==> src/tci_pkg.sv <==
// Package of constants and types for the thermocouple input block
// What this block does
// - A three-bit sensor type selector picks J, K, T, E, R, S, N or millivolt mode for all channels.
// - Switch settings are latched once after power-up and ignored until the next power cycle.
// - Open-wire direction 0 forces +3276.7 degrees and 1 forces -3276.8 degrees.
// - Open-wire enable 0 turns the 25 uA test current on and 1 turns it off.
// - The open-wire range check runs on every conversion regardless of the test current.
// - A channel whose input magnitude exceeds about 200 mV is declared open.
// - An open channel reports the forced value chosen by the direction selector.
// - Scale 0 reports Celsius and any Fahrenheit conversion is done inside the block.
// - When compensation is on, the connector temperature correction is added to each conversion before the Fahrenheit scaling.
// - Millivolt mode disables cold-junction compensation whatever its selector says.
// - Each reading is a 16-bit two's complement word in 0.1 degree units.
// - All four channels refresh every 405 ms only if the previous data was read, else hold.
package tci_pkg;
	localparam int          NUM_CH       = 4;
	localparam int          CLK_MHZ      = 250;
	localparam int          UPDATE_MS    = 405;
	localparam int          UPDATE_CYC   = UPDATE_MS * 1000 * CLK_MHZ;
	localparam logic [15:0] FORCE_UP     = 16'h7FFF;
	localparam logic [15:0] FORCE_DOWN   = 16'h8000;
	// 200 mV on the +/-80 mV scale of 27648 counts
	localparam logic [15:0] OPEN_LIMIT   = 16'hFFFF;
	localparam logic [17:0] OPEN_LIM_RAW = 18'h0_FC00;
	localparam logic [15:0] F_OFFSET     = 16'h0140;
	// Wishbone byte addresses
	localparam logic [5:0]  A_CONFIG     = 6'h00;
	localparam logic [5:0]  A_STATUS     = 6'h04;
	localparam logic [5:0]  A_MASK       = 6'h08;
	localparam logic [5:0]  A_CH0        = 6'h10;
	localparam logic [3:0]  MASK_RST     = 4'h0;
	typedef enum logic [2:0] {
		TYPE_J  = 3'b000,
		TYPE_K  = 3'b001,
		TYPE_T  = 3'b010,
		TYPE_E  = 3'b011,
		TYPE_R  = 3'b100,
		TYPE_S  = 3'b101,
		TYPE_N  = 3'b110,
		TYPE_MV = 3'b111
	} tci_type_t;
	typedef enum logic [1:0] {
		ST_CAPTURE = 2'b00,
		ST_RUN     = 2'b01
	} tci_state_t;
endpackage

==> src/tci_cfg_if.sv <==
// Interface carrying latched configuration between modules
`timescale 1ns/1ps
`default_nettype none
interface tci_cfg_if;
	tci_pkg::tci_type_t sensor_type;
	logic               open_down;
	logic               open_test_off;
	logic               fahrenheit;
	logic               cjc_on;
	logic               valid;
	modport src (output sensor_type, output open_down, output open_test_off,
		output fahrenheit, output cjc_on, output valid);
	modport dst (input sensor_type, input open_down, input open_test_off,
		input fahrenheit, input cjc_on, input valid);
endinterface
`default_nettype wire

==> src/tci_cfg_latch.sv <==
// Power-up capture of configuration switches
`timescale 1ns/1ps
`default_nettype none
module tci_cfg_latch (
	// Clock and reset
	input  wire logic       clk_i,
	input  wire logic       rst_i,
	// Synchronised switch levels
	input  wire logic [7:0] sw_i,
	// Latched configuration
	tci_cfg_if.src          cfg
);
	tci_pkg::tci_state_t state;

	// Captured once after reset release, then frozen
	always_ff @(posedge clk_i) begin
		if (rst_i) begin
			state             <= tci_pkg::ST_CAPTURE;
			cfg.valid         <= 1'b0;
			cfg.sensor_type   <= tci_pkg::TYPE_J;
			cfg.open_down     <= 1'b0;
			cfg.open_test_off <= 1'b0;
			cfg.fahrenheit    <= 1'b0;
			cfg.cjc_on        <= 1'b0;
		end else begin
			case (state)
				tci_pkg::ST_CAPTURE: begin
					cfg.sensor_type   <= tci_pkg::tci_type_t'(sw_i[2:0]);
					cfg.open_down     <= sw_i[4];
					cfg.open_test_off <= sw_i[5];
					cfg.fahrenheit    <= sw_i[6];
					cfg.cjc_on        <= sw_i[7];
					cfg.valid         <= 1'b1;
					state             <= tci_pkg::ST_RUN;
				end
				tci_pkg::ST_RUN: state <= tci_pkg::ST_RUN;
				default: state <= tci_pkg::ST_CAPTURE;
			endcase
		end
	end
endmodule
`default_nettype wire

==> src/tci_conv.sv <==
// Per-channel correction, scale and open-wire substitution
`timescale 1ns/1ps
`default_nettype none
module tci_conv (
	// Configuration
	tci_cfg_if.dst            cfg,
	// Raw conversion and connector correction
	input  wire logic [17:0]  raw_i,
	input  wire logic [15:0]  cjc_i,
	// Result
	output logic      [15:0]  word_o,
	output logic              open_o
);
	wire        is_mv    = (cfg.sensor_type == tci_pkg::TYPE_MV);
	wire [17:0] mag      = raw_i[17] ? (~raw_i + 18'h0_0001) : raw_i;
	wire        open_det = (mag > tci_pkg::OPEN_LIM_RAW);
	wire [15:0] cjc_use  = (cfg.cjc_on && !is_mv) ? cjc_i : 16'h0000;
	wire [15:0] comp     = raw_i[15:0] + cjc_use;
	// F = C*9/5 + 32, kept in 0.1 degree units
	wire [19:0] c_ext    = {{4{comp[15]}}, comp};
	wire [19:0] f_mul    = (c_ext << 3) + c_ext;
	wire [19:0] f_div    = $signed(f_mul) / $signed(20'sd5);
	wire [15:0] f_val    = f_div[15:0] + tci_pkg::F_OFFSET;
	wire [15:0] scaled   = (cfg.fahrenheit && !is_mv) ? f_val : comp;
	wire [15:0] forced   = cfg.open_down ? tci_pkg::FORCE_DOWN : tci_pkg::FORCE_UP;
	assign word_o = open_det ? forced : scaled;
	assign open_o = open_det;
endmodule
`default_nettype wire

==> src/tci_top.sv <==
// Top of the four-channel thermocouple input block with Wishbone registers
`timescale 1ns/1ps
`default_nettype none
module tci_top #(
	parameter int UPDATE_CYC = tci_pkg::UPDATE_CYC
) (
	// Clock and reset
	input  wire logic        clk_i,
	input  wire logic        rst_i,
	// Configuration switch pins
	input  wire logic [7:0]  sw_i,
	// Converter samples, one per channel, and connector correction
	input  wire logic [71:0] raw_i,
	input  wire logic [15:0] cjc_i,
	// Test current source control
	output logic             test_current_en_o,
	// Wishbone slave
	input  wire logic        cyc_i,
	input  wire logic        stb_i,
	input  wire logic        we_i,
	input  wire logic [5:0]  adr_i,
	input  wire logic [3:0]  sel_i,
	input  wire logic [31:0] dat_i,
	output logic      [31:0] dat_o,
	output logic             ack_o,
	// Interrupt
	output logic             irq_o
);
	logic [7:0]  sw_s1;
	logic [7:0]  sw_s2;
	logic [31:0] cnt;
	logic [15:0] chan  [tci_pkg::NUM_CH];
	logic [3:0]  open_st;
	logic        read_done;
	logic [3:0]  status;
	logic [3:0]  mask;
	logic [15:0] conv_w [tci_pkg::NUM_CH];
	logic [3:0]  conv_open;
	tci_cfg_if   cfg ();

	// Two-stage synchroniser for the switch pins
	always_ff @(posedge clk_i) begin
		sw_s1 <= sw_i;
		sw_s2 <= sw_s1;
	end

	tci_cfg_latch u_latch (
		.clk_i (clk_i),
		.rst_i (rst_i),
		.sw_i  (sw_s2),
		.cfg   (cfg)
	);

	genvar g;
	generate
		for (g = 0; g < tci_pkg::NUM_CH; g++) begin : g_ch
			tci_conv u_conv (
				.cfg    (cfg),
				.raw_i  (raw_i[g*18 +: 18]),
				.cjc_i  (cjc_i),
				.word_o (conv_w[g]),
				.open_o (conv_open[g])
			);
		end
	endgenerate

	assign test_current_en_o = cfg.valid && !cfg.open_test_off;

	wire        tick     = (cnt == UPDATE_CYC - 1);
	wire        refresh  = tick && read_done && cfg.valid;
	wire        req      = cyc_i && stb_i && !ack_o;
	wire        wr       = req && we_i && sel_i[0];
	wire        rd       = req && !we_i;
	wire [1:0]  ch_idx   = adr_i[3:2];
	wire        is_ch    = (adr_i[5:4] == tci_pkg::A_CH0[5:4]);
	wire        rd_ch    = rd && is_ch;
	wire [3:0]  next_status = (status & ~((wr && adr_i == tci_pkg::A_STATUS) ? dat_i[3:0] : 4'h0))
		| (refresh ? conv_open : 4'h0);

	// Update period divider
	always_ff @(posedge clk_i) begin
		if (rst_i || tick)
			cnt <= 32'h0000_0000;
		else
			cnt <= cnt + 32'h0000_0001;
	end

	// Channel words held until read, then refreshed on the next period
	always_ff @(posedge clk_i) begin
		if (rst_i) begin
			read_done <= 1'b1;
			open_st   <= 4'h0;
			for (int i = 0; i < tci_pkg::NUM_CH; i++)
				chan[i] <= 16'h0000;
		end else begin
			if (refresh) begin
				for (int i = 0; i < tci_pkg::NUM_CH; i++)
					chan[i] <= conv_w[i];
				open_st   <= conv_open;
				read_done <= 1'b0;
			end else if (rd_ch) begin
				read_done <= 1'b1;
			end
		end
	end

	// Sticky open-wire events, set wins over clear
	always_ff @(posedge clk_i) begin
		if (rst_i) begin
			status <= 4'h0;
			mask   <= tci_pkg::MASK_RST;
		end else begin
			status <= next_status;
			if (wr && adr_i == tci_pkg::A_MASK)
				mask <= dat_i[3:0];
		end
	end

	wire [31:0] cfg_word = {23'h00_0000, cfg.valid, cfg.cjc_on, cfg.fahrenheit,
		cfg.open_test_off, cfg.open_down, 1'b0, cfg.sensor_type};
	wire [31:0] rd_mux =
		is_ch                          ? {16'h0000, chan[ch_idx]} :
		(adr_i == tci_pkg::A_CONFIG)   ? cfg_word :
		(adr_i == tci_pkg::A_STATUS)   ? {24'h00_0000, open_st, status} :
		(adr_i == tci_pkg::A_MASK)     ? {28'h000_0000, mask} :
		32'h0000_0000;

	// Single-wait-state Wishbone answer
	always_ff @(posedge clk_i) begin
		if (rst_i) begin
			ack_o <= 1'b0;
			dat_o <= 32'h0000_0000;
		end else begin
			ack_o <= req;
			dat_o <= rd ? rd_mux : 32'h0000_0000;
		end
	end

	assign irq_o = |(status & mask);
endmodule
`default_nettype wire

==> config.mk <==
export PLATFORM = sky130hd
export DESIGN_NAME = tci_top
export DESIGN_NICKNAME = d
export VERILOG_FILES = /design/src/tci_pkg.sv /design/src/tci_cfg_if.sv /design/src/tci_cfg_latch.sv /design/src/tci_conv.sv /design/src/tci_top.sv
export SDC_FILE = /design/constraint.sdc
export NUM_CORES = 1
export LEC_CHECK = 0
export ABC_AREA = 1
export BUFFER_PORTS_ARGS = -buffer_cell sky130_fd_sc_hd__buf_2
export CAP_MARGIN = 20
export CORE_UTILIZATION = 31
export DETAILED_ROUTE_END_ITERATION = 7
export HOLD_SLACK_MARGIN = 0.1
export PLACE_DENSITY = 0.54
export SETUP_SLACK_MARGIN = 0.02
export SYNTH_ARGS = -nofsm -noshare
export SYNTH_HDL_FRONTEND = slang
export SYNTH_SLANG_ARGS = --single-unit
==> constraint.sdc <==
create_clock -name clk_i -period 14.3 [get_ports clk_i]
set_input_delay 0.715 -clock clk_i [delete_from_list [all_inputs] [get_ports clk_i]]
set_output_delay 0.715 -clock clk_i [all_outputs]
set_load 0.02 [all_outputs]
==> results.ini <==
[status]
status=finished, final reports clean

[cts]
path_clk_slew_ns=0.06
htree_num_levels=4
cts_sinks=149
clk_path_buf_depth=2
clock_latency_ns=0.42
holdBufCountCts=0
cts_buffers=17
cts_tree=built
cts_root_buf=clkbuf_16

[global_route]
globalRoute.busiestLayer=met2
grt_overflow_total=0
use_met1_pct=25.94
grt_pass1_wl_mm=118.9
grtUsageTotal_pct=17.86
grt_antenna_before_repair=8
met2_usage_pct=28.11
grt_max_degree=84
grtUsageMet3_pct=2.679
grt_pass1_vias=22920

[critical_path]
start_kind=flop
r2r-end=chan[1][10]
crit_path_start=u_latch.cfg.sensor_type[0]
crit_path_end=chan[1][10]
r2r_start=u_latch.cfg.sensor_type[0]
cp_slowest_stage_delay_ns=0.65
cp_slowest_cell=nor2_1
worst-setup-path-type=reg2reg
worstPathRequired_ns=14.45
critPathCaptureType=flop
worstRegToRegCells=111
regToRegSetupSlack_ns=1.35
path_max_fanout=29
arrival_ns=13.11
crit_top_cell=nand2_4

[synth]
syn-instance-count=4043
synth_top_cell_by_area=nand2_1
netlist_top_cells_area=nand2_1, nand3_1, edfxtp_1
synth-edff-count=64
synth_top_area_share_pct=13.56
synth-main-ff-cell=dfxtp_1
ys_seq_area_share_pct=14.46
synthesis.area_um2=25060
async_flop_share_pct=0
ys_types=81
yosysWarnings=0
synth_area_per_cell_um2=6.198
ys_ff_latch=149

[sta]
fin_crit_sh_pct=90.58
fmax_ghz=0.07721
fin_skew_ns=0.01173
finalSetupTns_ns=0
slew_violations=0
worst_slew_pin_slew_ns=0.8834
min_period_ns=12.95
timing.final.ws_setup_ns=1.348
setup_viol=0
hold_viol=0
max-slew-margin-rel_pct=41.11

[drt]
ant_nets=0
vias=25390
drt-wirelength-per-cell_um=14.22
vias_per_cell=4.833
wl_mm=74.70
drt_iter0_drc=1686
drcViolationCount=0
dr.pass1.iters=8

[placement]
place_congestion=0.8845
port_buffers=129
hpwl_mm=62.47
place_area_um2=26670
dp_slack_ns=0.3610

[floorplanning]
initial_utilization_pct=31.51
io_pins=178
fp.dieArea_um2=81970
die_width_um=286.3
core_area_um2=79520
die_h_um=286.3
rows=103

[cells_and_area]
layout_common_cells=nand2_1, inv_1, nand3_1, nand2_2, nor2_1
area_delta_synth_final_pct=11.44
design_area_um2=27920
nets=4447
layout_commonest_cell=nand2_1
drive_gt1_share_pct=24.35

[min_path]
hp-class=reg2reg

[flow_run]
drv_cap=0

-- cells in the mapped netlist (all sizes together) (3+ instances only) --
library cell and instances:
nand4 86, or2 9, dfxtp 85, ha 111
nand3 543, o21ai 195, clkinv 13, nor3 51
clkbuf 38, nor2 327, o2111ai 4, nand3b 17
xnor2 21, fa 4, buf 33, xor2 137
o221ai 9, a31oi 19, a22oi 9, xnor3 3
a211oi 6, o21bai 30, a221oi 5, o211ai 18
a21o 3, inv 644, nand2 1295, a21oi 176
edfxtp 64, and2 14, o31ai 11, dlygate4sd1 3
o311ai 4, a21boi 6, nor4 23, o22ai 5
o21a 7
-- flip-flops by register name, indices dropped and copies added, names as in the netlist, 3 cells and up --
register and count:
u_latch.cfg.sensor_type 3, status 4, cnt 32, mask 4, chan 64, dat_o 16, open_st 4, sw_s1 7
sw_s2 7
-- layer usage --
layer | wire length (µm) | up-vias
li1 | - | 13470
met1 | 36670 | 11320
met2 | 32240 | 530
met3 | 4893 | 61
met4 | 850 | 8
met5 | 46 | -
-- critical path, delay by kind of cell, from the launching register on --
| family | cells | cell delay (ns) |
|---|---|---|
| DFF | 1 | 0.34 |
| and+or+nand+nor | 83 | 8.07 |
| xor gates and xnor gates | 1 | 0.21 |
| AOI/OAI and AO/OA | 8 | 1.38 |
| adders and majority gates | 5 | 1.30 |
| buffers and inverters | 14 | 1.35 |
-- worst min path at each step --
stage                        start  endpoint  slack (ns)  cells past startpoint
after floorplan           sw_s1[0]  sw_s2[0]        0.31                      0
after global placement    sw_s1[7]  sw_s2[7]        0.31                      0
after detailed placement  sw_s1[7]  sw_s2[7]        0.31                      0
after CTS                 sw_s1[1]  sw_s2[1]        0.33                      0
after global routing      sw_s1[2]  sw_s2[2]        0.34                      0
final                     sw_s1[1]  sw_s2[1]        0.32                      0
-- per-stage QoR --
stage,util (%),hold WS [ns],cells
2_1_floorplan,-,0.3096,4058
3_3_place_gp,33.51,0.3121,5185
3_5_place_dp,33.54,0.3121,5187
4_1_cts,34.22,0.3260,5219
5_1_grt,35.11,0.3371,5253
6_report,35.12,0.3233,5254
-- final cells by class --
| class | instances | area [µm²] |
|---|---|---|
| Sequential cell | 149 | 3631 |
| Clock buffer | 19 | 432.9 |
| Inverter | 657 | 2500 |
| Timing Repair Buffer | 186 | 1086 |
| Multi-Input combinational cell | 3178 | 18850 |
| Clock inverter | 13 | 107.6 |
| Fill cell | 8795 | 51590 |
| Antenna cell | 2 | 5.005 |
| Tap cell | 1050 | 1314 |
-- what timing repair did --
| action | CTS | global route |
|---|---|---|
| endpoints found under the hold margin | 0 | 0 |
| setup endpoints to repair | 0 | 40 |
| setup buffers | 0 | 31 |
| resized for setup | 0 | 103 |
-- logic make-up (layout without fill, tap and decap cells) --
family,count (synthesis),in the layout,share of synthesized area [%]
buffers and inverters,731,875,12.34
AOI/OAI and AO/OA,517,517,12.25
and+or+nand+nor,2368,2368,49.10
adders and majority gates,115,115,5.862
muxes,1,1,0.05492
other,1,18,0.01497
DFF,149,149,14.46
xor gates and xnor gates,161,161,5.912
Power is left out: the tool's default activity adds up to more than one toggle a clock period on the data nets, which glitch-free logic cannot reach.
